File: src/rtl/sfs_pkg.sv
// Constants and types for the serial flash status and read command block.
// Assumes a 250 MHz system clock and an SPI host driving the link pins.
package sfs_pkg;
    localparam logic [7:0] OP_WR_ENABLE = 8'h06;
    localparam logic [7:0] OP_WR_DISABLE = 8'h04;
    localparam logic [7:0] OP_VOL_ENABLE = 8'h50;
    localparam logic [7:0] OP_RD_STAT1 = 8'h05;
    localparam logic [7:0] OP_RD_STAT2 = 8'h35;
    localparam logic [7:0] OP_WR_STAT = 8'h01;
    localparam logic [7:0] OP_READ = 8'h03;
    localparam logic [7:0] OP_FAST = 8'h0b;
    localparam logic [7:0] OP_DUAL_OUT = 8'h3b;
    localparam logic [7:0] OP_QUAD_OUT = 8'h6b;
    localparam logic [7:0] OP_DUAL_IO = 8'hbb;
    // Status field layout
    localparam logic [7:0] SR1_WR_MASK = 8'hfc;
    localparam logic [7:0] SR2_WR_MASK = 8'h7b;
    localparam logic [7:0] LOCK_MASK = 8'h38;
    localparam logic [7:0] MODE1_MASK = 8'h01;
    localparam logic [7:0] SHORT_CLR_MASK = 8'h42;
    localparam int B_QUAD = 1;
    localparam int B_CMPL = 6;
    localparam logic [7:0] SR_RST = 8'h00;
    // Bit counts
    localparam logic [5:0] OPC_BITS = 6'h08;
    localparam logic [5:0] ADDR_BITS = 6'h18;
    localparam logic [5:0] DUAL_IO_BITS = 6'h20;
    localparam logic [5:0] DUMMY_CLKS = 6'h08;
    localparam logic [5:0] WSR_SHORT = 6'h08;
    localparam logic [5:0] WSR_LONG = 6'h10;
    localparam logic [5:0] CNT_SAT = 6'h3f;
    localparam logic [1:0] CONT_MODE = 2'h2;
    localparam logic [3:0] BYTE_BITS = 4'h8;
    localparam logic [3:0] LANE1 = 4'h1;
    localparam logic [3:0] LANE2 = 4'h2;
    localparam logic [3:0] LANE4 = 4'h4;
    localparam logic [3:0] OE1 = 4'h2;
    localparam logic [3:0] OE2 = 4'h3;
    localparam logic [3:0] OE4 = 4'hf;
    localparam logic [5:0] PIN_RST = 6'h20;
    // Array and timing
    localparam int MEM_AW = 8;
    localparam int FIFO_DEPTH = 8;
    localparam int CLOCK_PERIOD_NS = 4;
    localparam int STATUS_WRITE_CYCLE_TIME_NS = 10000000;
    localparam int STATUS_WRITE_CYCLES_DEF =
        (STATUS_WRITE_CYCLE_TIME_NS + CLOCK_PERIOD_NS - 1) / CLOCK_PERIOD_NS;
    localparam int WCYC_W = 22;
    typedef enum logic [2:0] {ST_IDLE, ST_OPC, ST_ADDR, ST_DUMMY, ST_DATA, ST_STAT, ST_WSTAT, ST_SKIP} sfs_state_t;
endpackage : sfs_pkg

File: src/rtl/sfs_byte_if.sv
// Byte stream carrier with valid and ready.
// Assumes both ends share one clock.
interface sfs_byte_if #(parameter int W = 8);
    logic valid;
    logic ready;
    logic [W-1:0] data;
    modport src (output valid, output data, input ready);
    modport snk (input valid, input data, output ready);
endinterface : sfs_byte_if

File: src/rtl/sfs_mem.sv
// Byte array behind the read path, registered read port.
// Assumes loads and reads share the system clock.
module sfs_mem #(
    parameter int AW = 8,
    parameter int DW = 8
)
(
    input wire logic clock,
    input wire logic arst_n,
    input wire logic load_en,
    input wire logic [AW-1:0] load_addr,
    input wire logic [DW-1:0] load_data,
    input wire logic rd_en,
    input wire logic [AW-1:0] rd_addr,
    output logic [DW-1:0] rd_data_reg,
    output logic rd_valid_reg
);
    logic [DW-1:0] cell_mem [2**AW];
    // Fill port and registered read
    always_ff @(posedge clock)
    begin
        if (load_en)
            cell_mem[load_addr] <= load_data;
        if (rd_en)
            rd_data_reg <= cell_mem[rd_addr];
    end
    // Read strobe one cycle behind the request
    always_ff @(posedge clock or negedge arst_n)
    begin
        if (!arst_n)
            rd_valid_reg <= 1'b0;
        else
            rd_valid_reg <= rd_en;
    end
endmodule : sfs_mem

File: src/rtl/sfs_fifo.sv
// Read-data FIFO between the array fetch and the output shifter.
// Assumes flush and both sides on the system clock.
module sfs_fifo #(
    parameter int WIDTH = 8,
    parameter int DEPTH = 8
)
(
    input wire logic clock,
    input wire logic arst_n,
    input wire logic flush,
    sfs_byte_if.snk wr,
    sfs_byte_if.src rd
);
    localparam int AW = $clog2(DEPTH);
    logic [WIDTH-1:0] slot_mem [DEPTH];
    logic [AW:0] wptr_reg;
    logic [AW:0] rptr_reg;
    // Extra pointer bit tells full from empty
    wire logic full = (wptr_reg[AW] != rptr_reg[AW]) && (wptr_reg[AW-1:0] == rptr_reg[AW-1:0]);
    wire logic empty = wptr_reg == rptr_reg;
    wire logic push = wr.valid && !full;
    wire logic pop = rd.ready && !empty;
    assign wr.ready = !full;
    assign rd.valid = !empty;
    assign rd.data = slot_mem[rptr_reg[AW-1:0]];
    // Pointers; flush beats a same-cycle push
    always_ff @(posedge clock or negedge arst_n)
    begin
        if (!arst_n)
        begin
            wptr_reg <= '0;
            rptr_reg <= '0;
        end
        else if (flush)
        begin
            wptr_reg <= '0;
            rptr_reg <= '0;
        end
        else
        begin
            wptr_reg <= wptr_reg + (AW+1)'(push);
            rptr_reg <= rptr_reg + (AW+1)'(pop);
        end
    end
    // Storage
    always_ff @(posedge clock)
    begin
        if (push)
            slot_mem[wptr_reg[AW-1:0]] <= wr.data;
    end
endmodule : sfs_fifo

File: src/rtl/sfs_core.sv
// Serial flash command engine: status access, latch handling and reads.
// Assumes link pins asynchronous to clock; link clock well below clock/4.
module sfs_core #(
    parameter int unsigned STATUS_WRITE_CYCLES = sfs_pkg::STATUS_WRITE_CYCLES_DEF
)
(
    input wire logic clock,
    input wire logic arst_n,
    input wire logic cs_n,
    input wire logic sck,
    input wire logic [3:0] io_in,
    output logic [3:0] io_out,
    output logic [3:0] io_oe,
    input wire logic ext_busy,
    input wire logic ext_done,
    input wire logic load_en,
    input wire logic [sfs_pkg::MEM_AW-1:0] load_addr,
    input wire logic [7:0] load_data,
    output logic [7:0] status1,
    output logic [7:0] status2
);
    import sfs_pkg::*;

    logic [5:0] pin_meta_reg;
    logic [5:0] pin_sync_reg;
    logic sck_prev_reg;
    logic sel_prev_reg;
    sfs_state_t state_reg;
    sfs_state_t state_next;
    sfs_state_t op_state;
    logic [5:0] cnt_reg;
    logic [31:0] sh_reg;
    logic [3:0] lanes_reg;
    logic dummy_reg;
    logic dual_io_reg;
    logic stat_sel_reg;
    logic cont_reg;
    logic [7:2] sr1_reg;
    logic [7:0] sr2_reg;
    logic write_enable_latch;
    logic vol_en_reg;
    logic wcyc_busy_reg;
    logic [WCYC_W-1:0] wcyc_cnt_reg;
    logic [7:0] pend1_reg;
    logic [7:0] pend2_reg;
    logic [7:0] out_sr_reg;
    logic [3:0] left_reg;
    logic [3:0] io_out_reg;
    logic [3:0] io_oe_reg;
    logic [7:0] status1_reg;
    logic [7:0] status2_reg;
    logic [MEM_AW-1:0] rd_addr_reg;
    logic fetch_on_reg;
    logic rd_pend_reg;
    logic [7:0] mem_data;
    logic mem_valid;

    sfs_byte_if #(.W(8)) fill_if ();
    sfs_byte_if #(.W(8)) drain_if ();

    // Two-flop synchronisers on every link pin
    always_ff @(posedge clock or negedge arst_n)
    begin
        if (!arst_n)
        begin
            pin_meta_reg <= PIN_RST;
            pin_sync_reg <= PIN_RST;
            sck_prev_reg <= 1'b0;
            sel_prev_reg <= 1'b0;
        end
        else
        begin
            pin_meta_reg <= {cs_n, sck, io_in};
            pin_sync_reg <= pin_meta_reg;
            sck_prev_reg <= pin_sync_reg[4];
            sel_prev_reg <= !pin_sync_reg[5];
        end
    end

    // Link edges and frame boundaries
    wire logic cs_low = !pin_sync_reg[5];
    wire logic [3:0] io_s = pin_sync_reg[3:0];
    wire logic sck_rise = pin_sync_reg[4] && !sck_prev_reg;
    wire logic sck_fall = !pin_sync_reg[4] && sck_prev_reg;
    wire logic frame_start = cs_low && !sel_prev_reg;
    wire logic frame_end = !cs_low && sel_prev_reg;

    // Status view; busy merges own write cycle and outside program/erase
    wire logic busy = wcyc_busy_reg || ext_busy;
    wire logic [7:0] sr1_view = {sr1_reg, write_enable_latch, busy};
    wire logic quad_io_enable = sr2_reg[B_QUAD];

    // Input shifting, two lines during dual I/O address
    wire logic in_dual = (state_reg == ST_ADDR) && dual_io_reg;
    wire logic [31:0] sh_in = in_dual ? {sh_reg[29:0], io_s[1:0]} : {sh_reg[30:0], io_s[0]};
    wire logic [5:0] step = in_dual ? 6'h02 : 6'h01;
    wire logic [5:0] cnt_step = (cnt_reg == CNT_SAT) ? cnt_reg : cnt_reg + step;
    wire logic [7:0] op_byte = sh_in[7:0];
    wire logic opc_done = (state_reg == ST_OPC) && (cnt_step == OPC_BITS);
    wire logic [5:0] addr_bits = dual_io_reg ? DUAL_IO_BITS : ADDR_BITS;
    wire logic addr_done = (state_reg == ST_ADDR) && (cnt_step == addr_bits);
    wire logic dummy_done = (state_reg == ST_DUMMY) && (cnt_step == DUMMY_CLKS);
    wire logic [23:0] addr_full = dual_io_reg ? sh_in[31:8] : sh_in[23:0];

    // Opcode decode
    wire logic op_is_stat = (op_byte == OP_RD_STAT1) || (op_byte == OP_RD_STAT2);
    wire logic op_is_quad = op_byte == OP_QUAD_OUT;
    wire logic op_is_dual = (op_byte == OP_DUAL_OUT) || (op_byte == OP_DUAL_IO);
    wire logic op_dummy = (op_byte == OP_FAST) || (op_byte == OP_DUAL_OUT) || op_is_quad;
    wire logic op_is_read = (op_byte == OP_READ) || op_dummy || (op_byte == OP_DUAL_IO);
    wire logic read_ok = op_is_read && (!op_is_quad || quad_io_enable);
    wire logic wstat_ok = (op_byte == OP_WR_STAT) && (write_enable_latch || vol_en_reg);
    wire logic [3:0] op_lanes = op_is_quad ? LANE4 : (op_is_dual ? LANE2 : LANE1);
    wire logic op_fire = sck_rise && opc_done && !busy;
    assign op_state = op_is_stat ? ST_STAT : (busy ? ST_SKIP : (read_ok ? ST_ADDR :
        (wstat_ok ? ST_WSTAT : ST_SKIP)));

    // Frame sequencer
    always_comb
    begin
        state_next = state_reg;
        if (!cs_low)
            state_next = ST_IDLE;
        else if (frame_start)
            state_next = cont_reg ? (busy ? ST_SKIP : ST_ADDR) : ST_OPC;
        else if (sck_rise)
        begin
            case (state_reg)
                ST_OPC: if (opc_done) state_next = op_state;
                ST_ADDR: if (addr_done) state_next = dummy_reg ? ST_DUMMY : ST_DATA;
                ST_DUMMY: if (dummy_done) state_next = ST_DATA;
                default: state_next = state_reg;
            endcase
        end
    end

    always_ff @(posedge clock or negedge arst_n)
    begin
        if (!arst_n)
        begin
            state_reg <= ST_IDLE;
            cnt_reg <= '0;
            sh_reg <= '0;
        end
        else
        begin
            state_reg <= state_next;
            if (frame_start || !cs_low || (sck_rise && state_next != state_reg))
                cnt_reg <= '0;
            else if (sck_rise)
                cnt_reg <= cnt_step;
            if (sck_rise)
                sh_reg <= sh_in;
        end
    end

    // Per-instruction settings; continued dual I/O frames reuse the dual layout
    always_ff @(posedge clock or negedge arst_n)
    begin
        if (!arst_n)
        begin
            lanes_reg <= LANE1;
            dummy_reg <= 1'b0;
            dual_io_reg <= 1'b0;
            stat_sel_reg <= 1'b0;
            cont_reg <= 1'b0;
        end
        else if (frame_start && cont_reg)
        begin
            lanes_reg <= LANE2;
            dummy_reg <= 1'b0;
            dual_io_reg <= 1'b1;
        end
        else if (sck_rise && opc_done)
        begin
            lanes_reg <= op_lanes;
            dummy_reg <= op_dummy;
            dual_io_reg <= op_byte == OP_DUAL_IO;
            stat_sel_reg <= op_byte == OP_RD_STAT2;
        end
        else if (sck_rise && addr_done && dual_io_reg)
            cont_reg <= sh_in[5:4] == CONT_MODE;
    end

    // Status write outcome
    wire logic wr_long = cnt_reg == WSR_LONG;
    wire logic wr_ok = frame_end && (state_reg == ST_WSTAT) && (wr_long || cnt_reg == WSR_SHORT);
    wire logic [7:0] wr_b1 = wr_long ? sh_reg[15:8] : sh_reg[7:0];
    wire logic [7:2] sr1_new = (sr1_reg & ~SR1_WR_MASK[7:2]) | (wr_b1[7:2] & SR1_WR_MASK[7:2]);
    wire logic [7:0] sr2_long = (sr2_reg & ~SR2_WR_MASK) | (sh_reg[7:0] & SR2_WR_MASK);
    wire logic [7:0] sr2_short = sr2_reg & ~SHORT_CLR_MASK;
    wire logic [7:0] keep_set = vol_en_reg ? (LOCK_MASK | MODE1_MASK) : LOCK_MASK;
    wire logic [7:0] sr2_new = (wr_long ? sr2_long : sr2_short) | (sr2_reg & keep_set);
    wire logic cycle_end = wcyc_busy_reg && (wcyc_cnt_reg == '0);
    wire logic wel_set = op_fire && (op_byte == OP_WR_ENABLE);
    wire logic wel_clr = cycle_end || ext_done || (op_fire && op_byte == OP_WR_DISABLE);
    wire logic vol_set = op_fire && (op_byte == OP_VOL_ENABLE);
    wire logic vol_clr = wr_ok || (op_fire && op_byte == OP_WR_DISABLE);

    // Latch flags; a same-cycle set wins over a clear
    always_ff @(posedge clock or negedge arst_n)
    begin
        if (!arst_n)
        begin
            write_enable_latch <= 1'b0;
            vol_en_reg <= 1'b0;
        end
        else
        begin
            write_enable_latch <= wel_set || (write_enable_latch && !wel_clr);
            vol_en_reg <= vol_set || (vol_en_reg && !vol_clr);
        end
    end

    // Status bits and the self-timed non-volatile write cycle
    always_ff @(posedge clock or negedge arst_n)
    begin
        if (!arst_n)
        begin
            sr1_reg <= SR_RST[7:2];
            sr2_reg <= SR_RST;
            pend1_reg <= SR_RST;
            pend2_reg <= SR_RST;
            wcyc_busy_reg <= 1'b0;
            wcyc_cnt_reg <= '0;
        end
        else if (cycle_end)
        begin
            sr1_reg <= pend1_reg[7:2];
            sr2_reg <= pend2_reg;
            wcyc_busy_reg <= 1'b0;
        end
        else if (wcyc_busy_reg)
            wcyc_cnt_reg <= wcyc_cnt_reg - 1'b1;
        else if (wr_ok && vol_en_reg)
        begin
            sr1_reg <= sr1_new;
            sr2_reg <= sr2_new;
        end
        else if (wr_ok)
        begin
            pend1_reg <= {sr1_new, 2'b00};
            pend2_reg <= sr2_new;
            wcyc_busy_reg <= 1'b1;
            wcyc_cnt_reg <= WCYC_W'(STATUS_WRITE_CYCLES - 1);
        end
    end

    // Array prefetch into the FIFO; a full FIFO stalls the fetch
    wire logic start_fetch = sck_rise && addr_done;
    wire logic fetch_go = fetch_on_reg && !rd_pend_reg && fill_if.ready && !start_fetch;
    assign fill_if.valid = mem_valid;
    assign fill_if.data = mem_data;
    always_ff @(posedge clock or negedge arst_n)
    begin
        if (!arst_n)
        begin
            fetch_on_reg <= 1'b0;
            rd_pend_reg <= 1'b0;
            rd_addr_reg <= '0;
        end
        else
        begin
            fetch_on_reg <= start_fetch || (fetch_on_reg && cs_low);
            rd_pend_reg <= fetch_go || (rd_pend_reg && !mem_valid);
            if (start_fetch)
                rd_addr_reg <= addr_full[MEM_AW-1:0];
            else if (fetch_go)
                rd_addr_reg <= rd_addr_reg + 1'b1;
        end
    end

    sfs_mem #(.AW(MEM_AW), .DW(8)) u_mem (
        .clock(clock),
        .arst_n(arst_n),
        .load_en(load_en),
        .load_addr(load_addr),
        .load_data(load_data),
        .rd_en(fetch_go),
        .rd_addr(rd_addr_reg),
        .rd_data_reg(mem_data),
        .rd_valid_reg(mem_valid)
    );

    sfs_fifo #(.WIDTH(8), .DEPTH(FIFO_DEPTH)) u_fifo (
        .clock(clock),
        .arst_n(arst_n),
        .flush(start_fetch),
        .wr(fill_if.snk),
        .rd(drain_if.src)
    );

    // Output shifter; top bits leave first so dual pairs go odd on line 1
    wire logic out_phase = (state_reg == ST_STAT) || (state_reg == ST_DATA);
    wire logic need_byte = left_reg == '0;
    wire logic [7:0] stat_byte = stat_sel_reg ? sr2_reg : sr1_view;
    wire logic stat_msb = stat_byte[7];
    wire logic [7:0] src_byte = need_byte ? ((state_reg == ST_STAT) ? stat_byte : drain_if.data) : out_sr_reg;
    wire logic [3:0] lane_bits = (lanes_reg == LANE4) ? src_byte[7:4] :
        ((lanes_reg == LANE2) ? {2'b00, src_byte[7:6]} : {2'b00, src_byte[7], 1'b0});
    wire logic [3:0] lane_oe = (lanes_reg == LANE4) ? OE4 : ((lanes_reg == LANE2) ? OE2 : OE1);
    wire logic shift_out = out_phase && sck_fall;
    assign drain_if.ready = shift_out && need_byte && (state_reg == ST_DATA);
    // Lines released at deselect and held off through dummy clocks
    always_ff @(posedge clock or negedge arst_n)
    begin
        if (!arst_n)
        begin
            out_sr_reg <= '0;
            left_reg <= '0;
            io_out_reg <= '0;
            io_oe_reg <= '0;
        end
        else if (!cs_low || frame_start)
        begin
            left_reg <= '0;
            io_oe_reg <= '0;
        end
        else if (shift_out)
        begin
            io_out_reg <= lane_bits;
            io_oe_reg <= lane_oe;
            out_sr_reg <= src_byte << lanes_reg;
            left_reg <= (need_byte ? BYTE_BITS : left_reg) - lanes_reg;
        end
    end

    // Registered status outputs
    always_ff @(posedge clock or negedge arst_n)
    begin
        if (!arst_n)
        begin
            status1_reg <= SR_RST;
            status2_reg <= SR_RST;
        end
        else
        begin
            status1_reg <= sr1_view;
            status2_reg <= sr2_reg;
        end
    end

    assign io_out = io_out_reg;
    assign io_oe = io_oe_reg;
    assign status1 = status1_reg;
    assign status2 = status2_reg;
endmodule : sfs_core

File: config.mk
export PLATFORM = sky130hd
export DESIGN_NAME = sfs_core
export DESIGN_NICKNAME = d
export VERILOG_FILES = /design/src/rtl/sfs_pkg.sv /design/src/rtl/sfs_byte_if.sv /design/src/rtl/sfs_mem.sv /design/src/rtl/sfs_fifo.sv /design/src/rtl/sfs_core.sv
export SDC_FILE = /design/constraint.sdc
export NUM_CORES = 2
export LEC_CHECK = 0
export BUFFER_PORTS_ARGS = -buffer_cell sky130_fd_sc_hd__buf_2
export CAP_MARGIN = 5
export CORE_UTILIZATION = 40
export DETAILED_ROUTE_END_ITERATION = 6
export GPL_TIMING_DRIVEN = 0
export PLACE_DENSITY = 0.64
export SLEW_MARGIN = 40
export SYNTH_ARGS = -nofsm -noshare
export SYNTH_HDL_FRONTEND = slang
export SYNTH_SLANG_ARGS = --single-unit
File: constraint.sdc
create_clock -name clock -period 4.41 [get_ports clock]
set_clock_uncertainty 0.2 [all_clocks]
set_input_delay 0.6615 -clock clock [delete_from_list [all_inputs] [get_ports clock]]
set_output_delay 0.6615 -clock clock [all_outputs]
set_load 0.03 [all_outputs]
Word level (Yosys, flattened, before mapping)
Memories as Yosys holds them, arrays and structs flattened. A register that Yosys moved wholly into a read port is not among the register bits.
Index checks and enable logic that the tools add are counted.
- flip-flop bits (word level): 155
- latch bits: 0
- RAM bits: 2112
- ROM bits: 0
- input port bits: 27
- logic and storage cells: 229
- memories: 2
- memory list (memory ; depth ; width ; rd ports ; clocked after memory_dff ; wr ports ; line ; text):
    u_mem.cell_mem ; 256 ; 8 ; 1 ; 1 ; 1 ; sfs_mem.sv:18 ; logic [DW-1:0] cell_mem [2**AW];
    u_fifo.slot_mem ; 8 ; 8 ; 1 ; 0 ; 1 ; sfs_fifo.sv:15 ; logic [WIDTH-1:0] slot_mem [DEPTH];
- $add $sub $neg: 6
- multipliers: 0
- div/mod/pow operators: 0
- magnitude comparators: 0
- eq/ne operators: 31
- shift operators: 1
- muxes and demuxes: 65
- bitwise logic cells: 9
- reductions and logical operators: 83
- operators by type and width (cell ; count):
    8-bit two-way mux ; 11
    22-bit two-way mux ; 3
    4-bit two-way mux ; 11
    6-bit two-way mux ; 7
    3-bit two-way mux ; 13
    1-bit logical AND ; 36
    8-bit by 3-bit == test with 1-bit output, second input constant ; 3
    22-bit zero test ; 1
    22-bit by 1-bit subtractor with 22-bit output, second input constant ; 1
    1-bit logical OR ; 20
    8-bit by 6-bit == test with 1-bit output, second input constant ; 2
    8-bit by 7-bit == test with 1-bit output, second input constant ; 2
    1-bit two-way mux ; 16
    16-bit two-way mux ; 1
    1-bit zero test ; 13
    6-bit by 4-bit == test with 1-bit output, second input constant ; 2
    2-bit nonzero test ; 6
    3-bit == test, second input constant ; 3
    3-bit case mux with 3 select lines ; 1
    4-bit by 1-bit adder with 4-bit output ; 2
    8-bit by 1-bit adder with 8-bit output, second input constant ; 1
    8-bit by 6-bit AND with 8-bit output ; 1
    8-bit by 1-bit == test with 1-bit output, second input constant ; 1
    8-bit by 2-bit == test with 1-bit output, second input constant ; 1
    27 further kinds ; 37

Longest topological paths before layout
- word-level depth: 21
- mapped depth: 15
- mapped depth without buffers: 11

Cells and area by module
Synthesis repeated with hierarchy kept, for this count alone.
- cells, all modules: 4704
- area, all modules: 90130.2 um^2
- by module, submodules not included (module ; times used ; cells each ; area an instance (um^2)):
    sfs_mem ; 1 ; 3734 ; 79661.4
    sfs_core ; 1 ; 829 ; 7498.4
    sfs_fifo ; 1 ; 141 ; 2970.3

Least setup slack after synthesis
No wires, ideal clock.
- path type: reg2reg
- from: register state_reg[0]
- to: register cont_reg
- setup time: 151 ps
- arrival time: 3398 ps
- data required time: 4059 ps
- setup slack: 661 ps
- stages on the path, launching flop included: 14
- path buffers: 4
- clock period less this slack: 3749 ps
- cell sequence: dfrtp_1 nand4bb_1 buf_2 clkbuf_1 buf_1 xnor2_1 ha_1 nand3_1 o21ai_0 mux2i_1 a41oi_1 nor3_2 clkbuf_1 a41oi_1
- word-level cells in the longest chain between the ends: 10
- ends and longest elaborated chain (what ; line ; text):
    start, declared ; sfs_core.sv:28 ; sfs_state_t state_reg;
    start signal, assigned ; sfs_core.sv:147 ; state_reg <= state_next;
    3-bit by 2-bit == test with 1-bit output ; sfs_core.sv:94, sfs_core.sv:101 ;
    1-bit logical AND ; sfs_core.sv:94 ; wire logic in_dual = (state_reg == ST_ADDR) && dual_io_reg;
    2-bit two-way mux ; sfs_core.sv:96 ; wire logic [5:0] step = in_dual ? 6'h02 : 6'h01;
    6-bit by 2-bit adder with 6-bit output ; sfs_core.sv:97 ; wire logic [5:0] cnt_step = (cnt_reg == CNT_SAT) ? cnt_reg : cnt_reg + step;
    6-bit two-way mux ; sfs_core.sv:97 ;
    6-bit == test / 6-bit by 4-bit == test with 1-bit output (equally long branches) ; sfs_core.sv:101, sfs_core.sv:99 ;
    1-bit logical AND (on tied branches) ; sfs_core.sv:101, sfs_core.sv:99 ;
    1-bit logical AND (on tied branches) ; sfs_core.sv:181, sfs_core.sv:174 ;
    1-bit logical AND / 1-bit NOT (equally long branches) ; n/a ;
    3-bit AND reduction (no line) ; n/a ;
    end signal, assigned ; sfs_core.sv:166 ; cont_reg <= 1'b0;
    end signal, assigned ; sfs_core.sv:182 ; cont_reg <= sh_in[5:4] == CONT_MODE;
    end, declared ; sfs_core.sv:37 ; logic cont_reg;
Parallel ways exist; a longest one is shown, timed or not.
A chain may end at the register's enable or synchronous reset.

==> reports/results.tsv <==
metric	value	unit
run status	complete, but fails checks	
failing checks	DRC, setup timing	
post-synthesis register bit count	2269	
cell area after synthesis	89340	um2
post-synth cell types	75	
worst-path fanout max	10	
syn avg cell area	20.72	um2
sequential power share	0.550	
# Max-Cap Violations	0	
Period Utilization, post-route	1.012	
worst path required time	4.75	ns
hold crit path type	in2reg	
global-route met3 utilization	0.05341	
gr usage total	0.2109	
starting density of the core	0.4023	
Final Routed Wirelength	237900	um
placed insts	7370	
Nets	4662	
Most Used Layer, Global Route	met2	
initial drt markers	5946	
Max Slew Vio Count	0	
I/O pins	51	
FMAX	224.0	MHz
clock tree from TritonCTS	yes	
sequential area share after synthesis	0.7543	
Worst Path Arrival	4.80	ns
crit end category	flop	
Clk Latency, worst-skew pair	0.87	ns
area leader, netlist	edfxtp_1	
root buf cell	clkbuf_16	
fill cell count	18310	
die area	225300	um2
total grt overflow	0	
Power Dens Cells	420.3	nW/um2
area share of the largest cell type after synthesis	0.7125	
most common cell after layout, fill and taps aside	edfxtp_1	
share of cells above drive strength 1	0.2876	
P_leak	0.03135	uW
cts bufs inserted	218	
Die H	474.6	um
Layout area overhead	14.50	%
measured slew at the worst slew-check pin	0.9128	ns
met1 Track Usage GR	0.2934	
antenna-violating nets left	0	
first drt pass iteration count	7	
setup ws final	-0.05355	ns
GR met2 Demand/Resource	0.3246	
RSZ-0062 raised after global routing	false	
Main synth FF type	edfxtp_1	
Final HPWL DP	160300	um
via count	45870	
Clk network pwr share	0.431	
Gate power share	0.019	
WHS	0.06199	ns
clock-pin slew on the worst setup and hold paths	0.07	ns
PortBufs	43	
Placer Congestion	0.9456	
Syn Inst Count	4312	
drt wl/cell	30.54	um
number of global-route vias before repair	45040	
CP Launch Type	flop	
Core Area	222100	um2
Internal	34150	uW
net switching power figure	8847	uW
synth top area cells	edfxtp_1 71%, mux4_2 17%, dfrtp_1 4.1%	
first-pass GRT wire length	336300	um
post-CTS setup buffer count	0	
Finished Layout Cells	7790	
# DRC	11	
FFs w/ async S/R, synth	0.06567	
Sw Share	0.2057	
EDFF count, synth	2120	
Rows	173	
final hold viol count	0	
vias per inst	5.888	
die width	474.6	um
largest net degree at the start of global routing	112	
WS Path Type	reg2reg	
synthesized net count	4350	
Max Root-Sink Buffers	3	
min cycle time layout	4.464	ns
Synth Warn #	0	
initial antenna violation count	10	
r2r setup slk	-0.05	ns
# setup viols final	2	
maximum VDD drop	0.3520	mV
Max-slew headroom	0.3915	
Clock Sinks	2269	
Max H-tree Level	4	
most frequent cells in the layout	2120 x edfxtp_1, 657 x mux4_2, 219 x clkbuf_16	
max FFs per register	2048	
## logic make-up (layout without fill, tap and decap cells)
group,after synthesis,after routing,synth area share
XOR/XNOR,37,37,0.003627
flip-flops,2269,2269,0.7543
multiplexers,703,703,0.1709
adder cells (fa/ha/maj),11,11,0.001625
buffers and inverters,285,782,0.01309
other,0,6,0
AND/OR/NAND/NOR,733,733,0.03689
AO/OA/AOI/OAI,274,274,0.01959
## synthesized netlist by cell type, types with 8 or more instances
master,instances
a22oi_1,61
nand3_1,47
inv_1,18
buf_2,62
buf_1,18
dfrtp_1,146
nand2b_1,9
xor2_1,17
xnor2_1,20
a211oi_1,8
and3_1,10
edfxtp_1,2120
nand4_1,19
clkbuf_1,183
nor2_1,370
and2_1,10
or4_1,12
nor4_1,8
o21ai_0,55
nor2b_1,24
a31oi_1,14
a21oi_1,82
ha_1,10
nand2_1,159
mux2i_1,40
nor3_1,23
mux4_2,657
## metrics by stage
step                       TNS (ns)  cell area, um2  setup slack, ns    util  total power (uW)
after floorplan                   0           89340           0.6609       -             24310
after global placement     -1329.03           93280           -1.841  0.4200             24850
after detailed placement     -24.20           94870          -0.7622  0.4272             24900
after CTS                 -0.002257          102100        -0.002257  0.4599             43170
after global routing              0          102300         0.009615  0.4606             43990
final                      -0.09770          102300         -0.05355  0.4606             43000
## final cells by class
cell class / instances / area [um2] / area share
inverter: 18 / 67.56 / 0.0006604
buffer: 263 / 1319 / 0.01289
timing repair buffer: 96 / 1529 / 0.01495
multi-input combinational: 1758 / 21230 / 0.2076
clock buffer: 273 / 5717 / 0.05588
sequential: 2269 / 67390 / 0.6588
tap: 2975 / 3722 / 0.03639
antenna: 6 / 15.01 / 0.0001468
clock inverter: 132 / 1306 / 0.01277
## what timing repair did
item | CTS | global route
resized for setup | 59 | 16
endpoints found under the setup margin | 52 | 48
endpoints found under the hold margin | 248 | 0
hold buffers | 13 | 0
pin swaps | 0 | 1
## metal layers
layer | share of wire | up-vias
met2 | 0.47 | 2418
met1 | 0.40 | 24520
met3 | 0.10 | 450
li1 | - | 18470
met5 | 0.00024 | -
met4 | 0.034 | 10
## path summary, 6_finish.rpt
| path | from | end | cells past startpoint |
|---|---|---|---|
| hold / removal | load_data[5] | u_mem.cell_mem[206][5] | 1 |
| hold reg to reg | pin_meta_reg[1] | pin_sync_reg[1] | 0 |
| max in group asynchronous | arst_n | pin_sync_reg[5] | 4 |
| min in group asynchronous | arst_n | wcyc_cnt_reg[6] | 2 |
| setup / recovery | rd_addr_reg[1] | u_mem.rd_data_reg[1] | 8 |
| setup reg to reg | rd_addr_reg[1] | u_mem.rd_data_reg[1] | 8 |
## critical path, stage by stage (launching register included)
cell and delay, ns:
dfrtp_1 0.35, buf_4 0.34, clkbuf_2 0.39, buf_2 0.49
mux4_2 0.38, mux4_2 0.53, a22oi_1 0.40, a21oi_1 0.29
or4_1 0.75
## power groups by stage
stage	clock [uW]	combinational [uW]	sequential (uW)
6_report	18500	814	23700
5_1_grt	19500	868	23600
4_1_cts	18700	805	23600
3_5_place_dp	0	796	24100
3_3_place_gp	0	665	24200
2_1_floorplan	0	215	24100
Power figures use the tool's default switching activity.
